<file path="config.mk">
export PLATFORM = sky130hd
export DESIGN_NAME = asc_adc_sequence_controller
export DESIGN_NICKNAME = d
export VERILOG_FILES = /design/src/asc_pkg.sv /design/src/asc_adc_sequence_controller.sv
export SDC_FILE = /design/constraint.sdc
export NUM_CORES = 1
export LEC_CHECK = 0
export BUFFER_PORTS_ARGS = -buffer_cell sky130_fd_sc_hd__buf_2
export CORE_MARGIN = 2
export CORE_UTILIZATION = 63
export CTS_CLUSTER_DIAMETER = 50
export DETAILED_ROUTE_END_ITERATION = 7
export PLACE_DENSITY = 0.91
export SYNTH_ARGS = -nofsm -noshare
export SYNTH_HDL_FRONTEND = slang
export SYNTH_SLANG_ARGS = --single-unit
</file>
<file path="constraint.sdc">
create_clock -name clk_sys -period 6.7 [get_ports clk_sys]
set_clock_uncertainty 0.2 [all_clocks]
set_input_delay 1.34 -clock clk_sys [delete_from_list [all_inputs] [get_ports clk_sys]]
set_output_delay 1.34 -clock clk_sys [all_outputs]
set_load 0.1 [all_outputs]
</file>
<file path="src/asc_pkg.sv">
// Constants and types for the conversion sequence controller
// ============================================================
// How it works
// - Every conversion yields one 8-bit result byte
// - One conversion takes 32 E clock cycles
// - Below 750 kHz use internal R-C clock
// - Low reference gives 00, high gives FF
// - Sequence starts one cycle after control write
// - Multiplexer picks one of sixteen sources
// - Single one-shot: four results, then halt
// - Single continuous: fifth result overwrites first
// - Group one-shot: each channel once, then stop
// - Group continuous: passes replace same-channel results
// - Low-power entry suspends; exit resamples, resumes
// - Control bits writable; bit 7 status, 6 zero
// - Done flag sets when four results valid
// - Control write clears flag, restarts sequence
// - Continuous modes keep done flag set
// - Single mode converts channel in bits 3:0
// - Group mode: high bits group, low bits slot
// - Channel code map: ports, references, reserved
// - Sample switch closed first 12 cycles only
// - Result registers are read-only
// - First result valid 33 cycles after write
// - Clock-select bit picks E or R-C clock
// - Converter powered only while power bit set
`default_nettype none
package asc_pkg;
   // ===================== Register map =====================
   localparam logic [2:0] ASC_OFS_CTRL = 3'h0;
   localparam logic [2:0] ASC_OFS_RES1 = 3'h1;
   localparam logic [2:0] ASC_OFS_RES2 = 3'h2;
   localparam logic [2:0] ASC_OFS_RES3 = 3'h3;
   localparam logic [2:0] ASC_OFS_RES4 = 3'h4;
   localparam logic [2:0] ASC_OFS_OPT = 3'h5;
   localparam int ASC_AW = 3;
   localparam int ASC_DW = 8;
   // ===================== Field positions ==================
   localparam int ASC_BIT_DONE = 7;
   localparam int ASC_BIT_ZERO = 6;
   localparam int ASC_BIT_SCAN = 5;
   localparam int ASC_BIT_GROUP = 4;
   localparam int ASC_BIT_PWR = 7;
   localparam int ASC_BIT_CONV_CLOCK_SOURCE = 6;
   localparam int ASC_BIT_WAKE = 4;
   localparam logic [7:0] ASC_CTRL_RST = 8'h00;
   localparam logic [7:0] ASC_OPT_RST = 8'h10;
   localparam logic [7:0] ASC_RES_RST = 8'h00;
   // ===================== Timing ===========================
   localparam int ASC_CONV_CYC = 32;
   localparam int ASC_SAMPLE_CYC = 12;
   localparam int ASC_START_DLY = 1;
   // ===================== Channel codes ====================
   localparam logic [3:0] ASC_CH_VRH = 4'hC;
   localparam logic [3:0] ASC_CH_VRL = 4'hD;
   localparam logic [3:0] ASC_CH_HALF = 4'hE;
   localparam logic [7:0] ASC_CODE_LO = 8'h00;
   localparam logic [7:0] ASC_CODE_HI = 8'hFF;
   localparam logic [7:0] ASC_CODE_HALF = 8'h80;
   typedef enum logic [3:0] {
      ASC_IDLE = 4'b0001,
      ASC_LAUNCH = 4'b0010,
      ASC_CONV = 4'b0100,
      ASC_HOLD = 4'b1000
   } asc_state_t;
endpackage
`default_nettype wire

</file>
<file path="src/asc_adc_sequence_controller.sv">
// Sequencing and register logic of the 8-bit A/D converter
//
// Added by the designer: the plain strobed port and the placing of the registers.
`timescale 1ns/100ps
`default_nettype none
module asc_adc_sequence_controller #(
   parameter int NUM_PORT = 8
) (
   // Clock and reset
   input wire logic clk_sys,
   input wire logic arst_n,
   // Register port
   input wire logic [asc_pkg::ASC_AW-1:0] reg_addr,
   input wire logic [asc_pkg::ASC_DW-1:0] reg_wdata,
   input wire logic reg_wr,
   input wire logic reg_rd,
   output logic [asc_pkg::ASC_DW-1:0] reg_rdata,
   // Low-power mode indication from the core
   input wire logic low_power_mode,
   // Internal R-C clock tick, one cycle pulse per R-C period
   input wire logic rc_clk_tick,
   // Comparator answer of the successive-approximation array
   input wire logic sar_cmp,
   // Analog front end control
   output logic [3:0] mux_sel,
   output logic sample_switch,
   output logic [7:0] sar_trial,
   output logic converter_power_on,
   output logic conv_clock_source,
   output logic sequence_done_flag
);
   import asc_pkg::*;

   // ===================== Registers ========================
   logic [7:0] ctrl_r;
   logic [7:0] opt_r;
   logic [7:0] result_r [4];
   logic done_r;
   asc_state_t state_r;
   logic [4:0] cyc_r;
   logic [1:0] slot_r;
   logic [7:0] sar_r;
   logic [2:0] bit_r;
   logic [3:0] mux_r;
   logic samp_r;
   logic pwr_r;
   logic conv_clock_source_r;
   logic [7:0] rdata_r;

   wire logic wr_ctrl = reg_wr && reg_addr == ASC_OFS_CTRL;
   wire logic wr_opt = reg_wr && reg_addr == ASC_OFS_OPT;
   wire logic scan_mode = ctrl_r[ASC_BIT_SCAN];

   // Converter clock step: E clock every cycle or R-C tick
   wire logic step = opt_r[ASC_BIT_CONV_CLOCK_SOURCE] ? rc_clk_tick : 1'b1;

   // Channel for a slot: group mode uses high bits and slot index
   function automatic logic [3:0] chan_of(input logic [7:0] c,
                                          input logic [1:0] s);
      chan_of = c[ASC_BIT_GROUP] ? {c[3:2], s} : c[3:0];
   endfunction

   // Internal reference points give fixed codes; ports use the array
   function automatic logic fixed_ch(input logic [3:0] ch);
      fixed_ch = ch == ASC_CH_VRH || ch == ASC_CH_VRL || ch == ASC_CH_HALF;
   endfunction

   function automatic logic [7:0] fixed_code(input logic [3:0] ch);
      unique case (ch)
         ASC_CH_VRH: fixed_code = ASC_CODE_HI;
         ASC_CH_VRL: fixed_code = ASC_CODE_LO;
         default: fixed_code = ASC_CODE_HALF;
      endcase
   endfunction

   // ===================== Control register =================
   always_ff @(posedge clk_sys or negedge arst_n) begin
      if (!arst_n) begin
         ctrl_r <= ASC_CTRL_RST;
      end else if (wr_ctrl) begin
         // Bit 7 is status and bit 6 is unimplemented
         ctrl_r <= {2'b00, reg_wdata[5:0]};
      end
   end

   always_ff @(posedge clk_sys or negedge arst_n) begin
      if (!arst_n) begin
         opt_r <= ASC_OPT_RST;
      end else if (wr_opt) begin
         opt_r <= reg_wdata;
      end
   end

   // ===================== Sequencer ========================
   // A control write always wins: it aborts whatever runs
   always_ff @(posedge clk_sys or negedge arst_n) begin
      if (!arst_n) begin
         state_r <= ASC_IDLE;
         cyc_r <= 5'h00;
         slot_r <= 2'h0;
      end else if (wr_ctrl) begin
         state_r <= ASC_LAUNCH;
         cyc_r <= 5'h00;
         slot_r <= 2'h0;
      end else if (!opt_r[ASC_BIT_PWR]) begin
         state_r <= ASC_IDLE;
         cyc_r <= 5'h00;
      end else begin
         unique case (state_r)
            ASC_IDLE: begin
               state_r <= ASC_IDLE;
            end
            ASC_LAUNCH: begin
               state_r <= ASC_CONV;
               cyc_r <= 5'h00;
            end
            ASC_CONV: begin
               if (low_power_mode) begin
                  state_r <= ASC_HOLD;
               end else if (step) begin
                  if (cyc_r == 5'(ASC_CONV_CYC - 1)) begin
                     cyc_r <= 5'h00;
                     slot_r <= slot_r + 2'h1;
                     if (slot_r == 2'h3 && !scan_mode) begin
                        state_r <= ASC_IDLE;
                     end
                  end else begin
                     cyc_r <= cyc_r + 5'h01;
                  end
               end
            end
            ASC_HOLD: begin
               // Restart the channel from its sample window on exit
               if (!low_power_mode) begin
                  state_r <= ASC_CONV;
                  cyc_r <= 5'h00;
               end
            end
         endcase
      end
   end

   // Launch cycle plus 32 steps puts the first result at cycle 33
   wire logic conv_end = state_r == ASC_CONV && !low_power_mode
      && step && cyc_r == 5'(ASC_CONV_CYC - 1) && !wr_ctrl
      && opt_r[ASC_BIT_PWR];

   // ===================== Successive approximation =========
   // Bits are trialled after the sample window, MSB first
   wire logic [3:0] cur_ch = chan_of(ctrl_r, slot_r);
   always_ff @(posedge clk_sys or negedge arst_n) begin
      if (!arst_n) begin
         sar_r <= 8'h00;
         bit_r <= 3'h7;
      end else if (state_r != ASC_CONV || cyc_r < 5'(ASC_SAMPLE_CYC)) begin
         sar_r <= 8'h80;
         bit_r <= 3'h7;
      end else if (step && cyc_r >= 5'(ASC_SAMPLE_CYC + 1)
                   && cyc_r <= 5'(ASC_SAMPLE_CYC + 8)) begin
         sar_r[bit_r] <= sar_cmp;
         if (bit_r != 3'h0) begin
            sar_r[bit_r - 3'h1] <= 1'b1;
            bit_r <= bit_r - 3'h1;
         end
      end
   end

   // ===================== Results and done flag ============
   // Results only come from the converter; writes are ignored
   always_ff @(posedge clk_sys or negedge arst_n) begin
      if (!arst_n) begin
         for (int i = 0; i < 4; i++) begin
            result_r[i] <= ASC_RES_RST;
         end
      end else if (conv_end) begin
         if (fixed_ch(cur_ch)) begin
            result_r[slot_r] <= fixed_code(cur_ch);
         end else begin
            result_r[slot_r] <= sar_r;
         end
      end
   end

   always_ff @(posedge clk_sys or negedge arst_n) begin
      if (!arst_n) begin
         done_r <= 1'b0;
      end else if (wr_ctrl) begin
         done_r <= 1'b0;
      end else if (conv_end && slot_r == 2'h3) begin
         done_r <= 1'b1;
      end
   end

   // ===================== Front end outputs ================
   always_ff @(posedge clk_sys or negedge arst_n) begin
      if (!arst_n) begin
         mux_r <= 4'h0;
         samp_r <= 1'b0;
         pwr_r <= 1'b0;
         conv_clock_source_r <= 1'b0;
      end else begin
         mux_r <= cur_ch;
         samp_r <= state_r == ASC_CONV && !low_power_mode
            && cyc_r < 5'(ASC_SAMPLE_CYC);
         pwr_r <= opt_r[ASC_BIT_PWR];
         conv_clock_source_r <= opt_r[ASC_BIT_CONV_CLOCK_SOURCE];
      end
   end

   // ===================== Read port ========================
   always_ff @(posedge clk_sys or negedge arst_n) begin
      if (!arst_n) begin
         rdata_r <= 8'h00;
      end else if (reg_rd) begin
         unique case (reg_addr)
            ASC_OFS_CTRL: rdata_r <= {done_r, 1'b0, ctrl_r[5:0]};
            ASC_OFS_RES1: rdata_r <= result_r[0];
            ASC_OFS_RES2: rdata_r <= result_r[1];
            ASC_OFS_RES3: rdata_r <= result_r[2];
            ASC_OFS_RES4: rdata_r <= result_r[3];
            ASC_OFS_OPT: rdata_r <= opt_r;
            default: rdata_r <= 8'h00;
         endcase
      end else begin
         rdata_r <= 8'h00;
      end
   end

   assign reg_rdata = rdata_r;
   assign mux_sel = mux_r;
   assign sample_switch = samp_r;
   assign sar_trial = sar_r;
   assign converter_power_on = pwr_r;
   assign conv_clock_source = conv_clock_source_r;
   assign sequence_done_flag = done_r;
endmodule // asc_adc_sequence_controller
`default_nettype wire

</file>
==> results.sh, run 1 <==
export IMPL_status="finished clean"
export IMPL_syn_nets=449
export IMPL_grt_usage=0.262
export IMPL_antenna_left=0
export IMPL_drv_cap=0
export IMPL_swShare=0.325
export IMPL_p_int_w=0.000713
export IMPL_synth_ff_type="dfrtp_1"
export IMPL_hold_path_class="flip-flop to flip-flop"
export IMPL_use_met2=0.408
export IMPL_cp_max_fo=24
export IMPL_core_area_sq_um=6390
export IMPL_io_buffer_count=41
export IMPL_hold_viol_final=0
export IMPL_synth_warnings=0
export IMPL_gp_congestion=0.854
export IMPL_fin_setup_tns_ps=0
export IMPL_leakage_nw=2.14
export IMPL_rows=29
export IMPL_grt_pass1_wl_mm=14.8
export IMPL_rsz0062_at_grt="false"
export IMPL_dieArea_sq_um=7280
export IMPL_nNetsFinal=478
export IMPL_pwr_share_comb=0.155
export IMPL_seq_power_share=0.527
export IMPL_irDropWorstVdd_v=0.000192
export IMPL_numCtsBuffers=9
export IMPL_ys_seq_elements=84
export IMPL_synthCells=421
export IMPL_dp_hpwl_mm=6.32
export IMPL_vias=3280
export IMPL_cts_tree="built"
export IMPL_numClockSinks=84
export IMPL_holdPathStages=0
export IMPL_p_sw_w=0.000344
export IMPL_drt_total_wl_mm=9.07
export IMPL_area_delta_synth_final_pct=7.87
export IMPL_ys_types=48
export IMPL_slew_viol_final=0
export IMPL_holdBufCountCts=0
export IMPL_power_w=0.00106
export IMPL_yosysTopAreaCellShare=0.474
export IMPL_pwr_share_clk=0.318
export IMPL_clk_pin_slew_worst_paths_ps=90
export IMPL_powerDensity_nw_per_um2=235
export IMPL_grt_pass1_vias=3054
export IMPL_postCtsSetupRepairBufs=0
export IMPL_ios=42
export IMPL_initial_utilization=0.653
export IMPL_endpoint="cyc_r[3]"
export IMPL_r2r_start="cyc_r[0]"
export IMPL_reg2reg_slack_ps=3910
export IMPL_synth_largest_area_cell="dfrtp_1"
export IMPL_die_w_um=85.3
export IMPL_path_class="input port to flip-flop"
export IMPL_antenna_found_initial=0
export IMPL_cp_arrival_ps=3330
export IMPL_crit_start="reg_addr[0]"
export IMPL_syn_area_sq_um=4170
export IMPL_drc=0
export IMPL_synth_edff_count=0
export IMPL_r2r_cells=8
export IMPL_grt_max_degree=85
export IMPL_min_period_over_period=0.488
export IMPL_wl_per_cell_um=17.0
export IMPL_worst_pin_slew_ps=1020
export IMPL_fin_crit_ps=3270
export IMPL_grt_overflow=0
export IMPL_drive_gt1_frac=0.187
export IMPL_setup_viol=0
export IMPL_whs_ps=285
export IMPL_async_flop_share=1.00
export IMPL_grtUsageMet1=0.367
export IMPL_firstDrtPassIters=5
export IMPL_cts_buffer_depth=2
export IMPL_r2r_end="result_r[6]"
export IMPL_synth_area_top_cells="dfrtp_1 47%, a21oi_1 5.8%, nand2_1 5.1%"
export IMPL_fmax_mhz=306
export IMPL_die_y_um=85.3
export IMPL_startpoint_type="input port"
export IMPL_relSlewSlack=0.323
export IMPL_endpoint_kind="flip-flop"
export IMPL_clk_latency_ps=360
export IMPL_crit_required_ps=6760
export IMPL_viasPerCell=6.17
export IMPL_drt_iter0_markers=304
export IMPL_synth_seq_area_share=0.506
export IMPL_grtUsageMet3=0.0593
export IMPL_busiest_layer="met2"
export IMPL_root_buffer="clkbuf_8"
export IMPL_syn_avg_cell_area_sq_um=9.90
export IMPL_antenna_cells=0
export IMPL_post_cts_resized=0
export IMPL_htreeDepth=3
stage by stage:
stage               setup WS, ps  area, sq um  std cells  utilization
floorplan                   3500         4170        421            -
global placement            3200         4310        516        0.675
detailed placement          3110         4310        516        0.675
CTS                         3480         4500        532        0.704
global route                3260         4500        532        0.704
finish                      3430         4500        532        0.704
final cells by class:
type | count | area (sq um)
flip-flops and latches | 84 | 2110
well taps | 77 | 96.3
repair buffers | 41 | 208
clock inverters | 7 | 58.8
clock buffers | 9 | 124
fillers | 452 | 1890
multi-input cells | 301 | 1850
inverters | 13 | 48.8
layout by cell type, fill, tap and decap left out, types with 7 or more instances in the layout:
| cell | instances |
|---|---|
| inv_1 | 13 |
| nand2_1 | 57 |
| mux2_2 | 15 |
| a21oi_1 | 48 |
| nor2_1 | 42 |
| nor3_1 | 7 |
| buf_2 | 40 |
| o22ai_1 | 10 |
| clkbuf_8 | 9 |
| ha_1 | 10 |
| nor2b_1 | 10 |
| mux2i_1 | 11 |
| nand3_1 | 7 |
| dfrtp_1 | 79 |
| o21ai_0 | 20 |
Yosys cell counts, drive strengths merged, types with 6 or more instances:
master and count:
dfrtp 79, nand2 57, a21oi 49, nor2 42, o21ai 20, mux2 15
inv 13, clkbuf 12, buf 11, mux2i 11, ha 10, nor2b 10
o22ai 10, nand3 8, nor3 7, and2 6, and3 6
critical path, stage by stage:
cell     delay [ps]
buf_2           390
or4b_2          380
inv_1           240
nor4_1          530
nand2_1         180
o31ai_1         260
worst min path at each step:
stage,from,end,slack (ps)
global placement,ctrl_r[2],mux_sel[2],250
detailed placement,ctrl_r[2],mux_sel[2],250
global route,ctrl_r[2],mux_sel[2],300
CTS,ctrl_r[2],mux_sel[2],270
finish,ctrl_r[2],mux_sel[2],280
floorplan,ctrl_r[3],mux_sel[3],190
registers in the layout, summed over array words and instances, names as in the netlist:
name                count
sar_trial               8
reg_rdata               8
conv_clock_source       1
converter_power_on      1
slot_r                  2
opt_r                   8
ctrl_r                  6
sample_switch           1
sequence_done_flag      1
state_r                 4
result_r               32
cyc_r                   5
mux_sel                 4
bit_r                   3
kinds of logic (layout without fill, tap and decap cells):
family / after synthesis / count (layout) / share of synthesized area
buffers and inverters: 36 / 70 / 0.0498
AND/OR/NAND/NOR: 153 / 153 / 0.175
flip-flops: 84 / 84 / 0.506
XOR/XNOR: 2 / 2 / 0.00420
adder cells (fa/ha/maj): 10 / 10 / 0.0300
multiplexers: 29 / 29 / 0.0832
AO/OA/AOI/OAI: 107 / 107 / 0.152
power by group through the flow:
stage	clock [W]	sequential, W	combinational [W]
floorplan	0	0.000624	0.0000570
global placement	0	0.000565	0.000160
detailed placement	0	0.000565	0.000164
CTS	0.000338	0.000556	0.000165
global route	0.000362	0.000559	0.000175
finish	0.000336	0.000556	0.000164
per-layer routing:
metal / vias up / share of wire
li1: 1539 / -
met1: 1588 / 0.43
met2: 133 / 0.48
met3: 20 / 0.066
met4: 0 / 0.021
met5: - / 0
Power figures use the tool's default switching activity.
==> run 2, diff against run 1 <==
CORE_UTILIZATION = 53   (was 63)
PLACE_DENSITY = 0.83   (was 0.91)
clock period = 2.8 ns   (was 6.7 ns; I/O delays follow)
==> run 2 against run 1 <==
Against the previous run:
- die area rose by 18%
- setup slack got worse by 3200 ps
- clock power rose to 2.7 times the previous value
- critical path depth unchanged
- register-to-register slack got worse by 3700 ps
- hold slack worse by 290 ps
- non-clock buffer count rose by 13
- the run now ends with hold timing left
==> results.sh, run 2 (synthesis gave the netlist of run 1 again) <==
export IMPL_endpoint_kind="flip-flop"
export IMPL_power_w=0.00264
export IMPL_holdBufCountCts=0
export IMPL_io_buffer_count=41
export IMPL_irDropWorstVdd_v=0.000270
export IMPL_root_buffer="clkbuf_8"
export IMPL_drv_cap=0
export IMPL_worst_slack_ps=196
export IMPL_core_area_sq_um=7690
export IMPL_vias=3325
export IMPL_final_cell_mix="79 x dfrtp_1, 57 x nand2_1, 48 x a21oi_1"
export IMPL_ios=42
export IMPL_drive_gt1_frac=0.209
export IMPL_violations="hold timing"
export IMPL_grt_pass1_vias=3183
export IMPL_numCtsBuffers=9
export IMPL_powerDensity_nw_per_um2=566
export IMPL_antenna_left=0
export IMPL_worst_pin_slew_ps=870
export IMPL_drc=0
export IMPL_initial_utilization=0.542
export IMPL_cp_max_fo=16
export IMPL_cp_slowest_cell="or4b_1"
export IMPL_die_w_um=92.7
export IMPL_dieArea_sq_um=8590
export IMPL_reg2reg_slack_ps=200
export IMPL_drt_total_wl_mm=9.50
export IMPL_cts_tree="built"
export IMPL_grt_overflow=0
export IMPL_cp_arrival_ps=2670
export IMPL_largest_register_ffs=32
export IMPL_p_sw_w=0.000833
export IMPL_grt_usage=0.238
export IMPL_fmax_mhz=384
export IMPL_antenna_cells=0
export IMPL_fin_crit_ps=2600
export IMPL_postCtsSetupRepairBufs=0
export IMPL_clk_latency_ps=350
export IMPL_cts_buffer_depth=2
export IMPL_min_period_over_period=0.930
export IMPL_slowest_delay_ps=680
export IMPL_final_common_cell="dfrtp_1"
export IMPL_whs_ps=-5.95
export IMPL_path_class="flip-flop to flip-flop"
export IMPL_rows=32
export IMPL_relSlewSlack=0.415
export IMPL_seq_power_share=0.504
export IMPL_pwr_share_comb=0.156
export IMPL_rsz0062_at_grt="false"
export IMPL_wl_per_cell_um=16.7
export IMPL_slew_viol_final=0
export IMPL_dp_hpwl_mm=6.78
export IMPL_gp_congestion=0.923
export IMPL_grt_pass1_wl_mm=16.0
export IMPL_r2r_start="state_r[3]"
export IMPL_grt_max_degree=44
export IMPL_die_y_um=92.7
export IMPL_hold_viol_final=8
export IMPL_place_ws_ps=273
export IMPL_htreeDepth=3
export IMPL_firstDrtPassIters=5
export IMPL_swShare=0.316
export IMPL_nNetsFinal=491
export IMPL_antenna_found_initial=0
export IMPL_pwr_share_clk=0.340
export IMPL_status="finished, violations left"
export IMPL_clk_pin_slew_worst_paths_ps=90
export IMPL_fillers=636
export IMPL_numClockSinks=84
export IMPL_area_delta_synth_final_pct=11.8
export IMPL_setup_viol=0
export IMPL_crit_required_ps=2870
export IMPL_leakage_nw=2.22
export IMPL_top_register="result_r"
export IMPL_r2r_end="result_r[18]"
export IMPL_post_cts_resized=0
export IMPL_drt_iter0_markers=232
export IMPL_p_int_w=0.00181
export IMPL_fin_setup_tns_ps=0
export IMPL_r2r_cells=6
export IMPL_crit_chain="or4b_1, nor4_4, and3_1, buf_4, nor2_1, a21oi_1"
export IMPL_hold_path_class="input port to asynchronous set/reset pin"
export IMPL_startpoint_type="flip-flop"
export IMPL_viasPerCell=5.83
-- run 2: critical path: cells and delay by family (launching register included) --
family	cells	cell delay, ps
buffers and inverters	1	220
flip-flops	1	470
AO/OA/AOI/OAI	1	150
AND/OR/NAND/NOR	4	1480
-- run 2: power groups by stage --
| stage | combinational, W | clock, W | sequential [W] |
|---|---|---|---|
| floorplan | 0.000136 | 0 | 0.00149 |
| global placement | 0.000401 | 0 | 0.00135 |
| detailed placement | 0.000413 | 0 | 0.00135 |
| CTS | 0.000413 | 0.000910 | 0.00133 |
| global route | 0.000440 | 0.000969 | 0.00134 |
| finish | 0.000413 | 0.000896 | 0.00133 |
-- run 2: per-layer routing --
layer / GRT usage / share of wire / up-vias
li1: - / - / 1568
met1: 0.336 / 0.45 / 1626
met2: 0.371 / 0.48 / 115
met3: 0.0513 / 0.053 / 16
met4: 0.0748 / 0.019 / 0
met5: 0 / 0 / -
-- run 2: how the worst max path moves through the flow --
stage / start / endpoint
floorplan: reg_addr[1] / slot_r[0]
global placement: cyc_r[0] / result_r[14]
detailed placement: cyc_r[0] / result_r[23]
CTS: cyc_r[0] / result_r[26]
global route: cyc_r[0] / result_r[18]
finish: state_r[3] / result_r[18]
-- run 2: final cells by class --
cell class / count / area [sq um] / area share
sequential: 84 / 2110 / 0.453
multi-input combinational: 301 / 1850 / 0.398
timing repair buffer: 54 / 318 / 0.0682
tap: 102 / 128 / 0.0274
clock buffer: 9 / 124 / 0.0266
clock inverter: 7 / 80.1 / 0.0172
inverter: 13 / 48.8 / 0.0105
-- run 2: stage by stage --
step	std cells	utilization	cell area [sq um]	hold slack (ps)
detailed placement	554	0.579	4450	244
global route	570	0.606	4660	22.8
finish	570	0.606	4660	-5.95
global placement	554	0.579	4450	250
CTS	570	0.606	4660	9.52
floorplan	421	-	4170	64.4
==> run 3, diff against run 2 <==
CAP_MARGIN = 20   (was unset)
PLACE_DENSITY = 0.8   (was 0.83)
==> run 3 against run 2 <==
Against the previous run:
- the run now ends clean
- flip-flop and latch count is the same
- sequential power is essentially flat
- design area grew 0.11%
- routed wire length shrank 3.2%
- die area is the same
- utilization grew 0.065 points
- largest power group unchanged
- highest routed layer unchanged
==> results.sh, run 3 (synthesis gave the netlist of run 1 again) <==
export IMPL_status="finished clean"
export IMPL_die_y_um=92.7
export IMPL_crit_required_ps=2820
export IMPL_wl_met1_mm=4.27
export IMPL_highest_layer="met4"
export IMPL_endpoint_kind="flip-flop"
export IMPL_rsz0062_at_grt="false"
export IMPL_clk_latency_ps=350
export IMPL_reg2reg_slack_ps=270
export IMPL_firstDrtPassIters=5
export IMPL_slowest_delay_ps=720
export IMPL_whs_ps=222
export IMPL_antenna_cells=0
export IMPL_path_class="flip-flop to flip-flop"
export IMPL_startpoint_type="flip-flop"
export IMPL_drive_gt1_frac=0.209
export IMPL_numClockSinks=84
export IMPL_grt_usage=0.231
export IMPL_irDropWorstVdd_v=0.000363
export IMPL_drc=0
export IMPL_cts_tree="built"
export IMPL_die_w_um=92.7
export IMPL_critPathTopFamily="simple AND/OR/NAND/NOR gates"
export IMPL_gp_congestion=0.867
export IMPL_area_delta_synth_final_pct=11.9
export IMPL_top_register="result_r"
export IMPL_drt_iter0_markers=302
export IMPL_fin_crit_ps=2530
export IMPL_cp_arrival_ps=2550
export IMPL_antenna_left=0
export IMPL_htreeDepth=3
export IMPL_largest_register_ffs=32
export IMPL_crit_buf_inv=1
export IMPL_slew_viol_final=0
export IMPL_hold_viol_final=0
export IMPL_dp_hpwl_mm=6.67
export IMPL_worst_pin_slew_ps=847
export IMPL_root_buffer="clkbuf_8"
export IMPL_drv_cap=0
export IMPL_grt_max_degree=50
export IMPL_final_common_cell="dfrtp_1"
export IMPL_setup_viol=0
export IMPL_antenna_found_initial=0
export IMPL_rows=32
export IMPL_grt_overflow=0
export IMPL_viasPerCell=5.77
export IMPL_ios=42
export IMPL_io_buffer_count=41
export IMPL_numCtsBuffers=9
export IMPL_leakage_nw=2.22
export IMPL_relSlewSlack=0.431
export IMPL_grt_pass1_vias=3122
export IMPL_power_w=0.00261
export IMPL_core_area_sq_um=7690
export IMPL_min_period_over_period=0.902
export IMPL_nNetsFinal=491
export IMPL_clk_pin_slew_worst_paths_ps=90
export IMPL_final_cell_mix="79 x dfrtp_1, 57 x nand2_1, 48 x a21oi_1"
export IMPL_cp_max_fo=8
export IMPL_cp_slowest_cell="o31ai_1"
export IMPL_met3_length_um=531
export IMPL_fillers=669
export IMPL_wl_per_cell_um=16.1
export IMPL_dieArea_sq_um=8590
export IMPL_fmax_mhz=396
export IMPL_crit_chain="or4b_1, buf_4, o31ai_1, nor2b_1, a21oi_1"
export IMPL_powerDensity_nw_per_um2=559
export IMPL_fin_setup_tns_ps=0
export IMPL_hold_path_class="input port to flip-flop"
export IMPL_vias=3287
export IMPL_wl_met2_mm=4.26
export IMPL_postCtsSetupRepairBufs=0
export IMPL_drt_total_wl_mm=9.19
export IMPL_grt_pass1_wl_mm=15.5
export IMPL_cts_buffer_depth=2
export IMPL_initial_utilization=0.542
-- run 3: cell types whose count changed in the layout (fill, tap and decap cells not counted) --
cell           before  now
nand3_2             1    0
and3_2              0    1
dlygate4sd3_1       0    1
inv_6               3    2
buf_4              13   12
clkinvlp_4          2    1
nand3_4             0    1
clkinv_2            0    2
and3_1              6    5
-- run 3: stage by stage --
stage / worst slack, ps / cells / util / instance area [sq um]
2_1_floorplan: 376 / 421 / - / 4170
3_3_place_gp: 262 / 553 / 0.578 / 4450
3_5_place_dp: 80.4 / 553 / 0.578 / 4450
4_1_cts: 56.5 / 570 / 0.605 / 4650
5_1_grt: 73.0 / 570 / 0.607 / 4660
6_report: 274 / 570 / 0.607 / 4660
-- run 3: final timing paths --
check / start / end / cells past startpoint
worst max-delay path: state_r[3] / sar_trial[7] / 5
worst min-delay path: reg_wdata[1] / ctrl_r[1] / 3
worst max register to register: state_r[3] / sar_trial[7] / 5
worst min register to register: ctrl_r[2] / mux_sel[2] / 0
max in group asynchronous: arst_n / opt_r[4] / 3
min in group asynchronous: arst_n / sar_trial[0] / 2
-- run 3: final cells by class --
type	count	area (sq um)	share of cell area
flip-flops and latches	84	2110	0.452
clock inverters	7	73.8	0.0158
well taps	102	128	0.0274
inverters	13	48.8	0.0105
clock buffers	9	124	0.0266
multi-input cells	301	1860	0.399
repair buffers	54	320	0.0687
-- run 3: routing by layer --
metal | up-vias | global-route usage
li1 | 1558 | -
met2 | 101 | 0.352
met4 | 0 | 0.0650
met3 | 11 | 0.0472
met1 | 1617 | 0.339
met5 | - | 0
-- run 3: repair_timing --
action	4_1_cts	5_1_grt
hold buffers	1	0
endpoints found under the setup margin	0	18
hold endpoints to repair	34	0
resized for setup	0	2
-- run 3: power by group --
part	switching [W]	internal, W	total (W)
clock	0.000449	0.000417	0.000866
sequential	0.0000544	0.00128	0.00133
combinational	0.000307	0.000102	0.000410
-- run 3: worst register-to-register path, cell delays in order (launching register included) --
cell	delay, ps
dfrtp_1	450
or4b_1	580
buf_4	200
o31ai_1	720
nor2b_1	210
a21oi_1	50
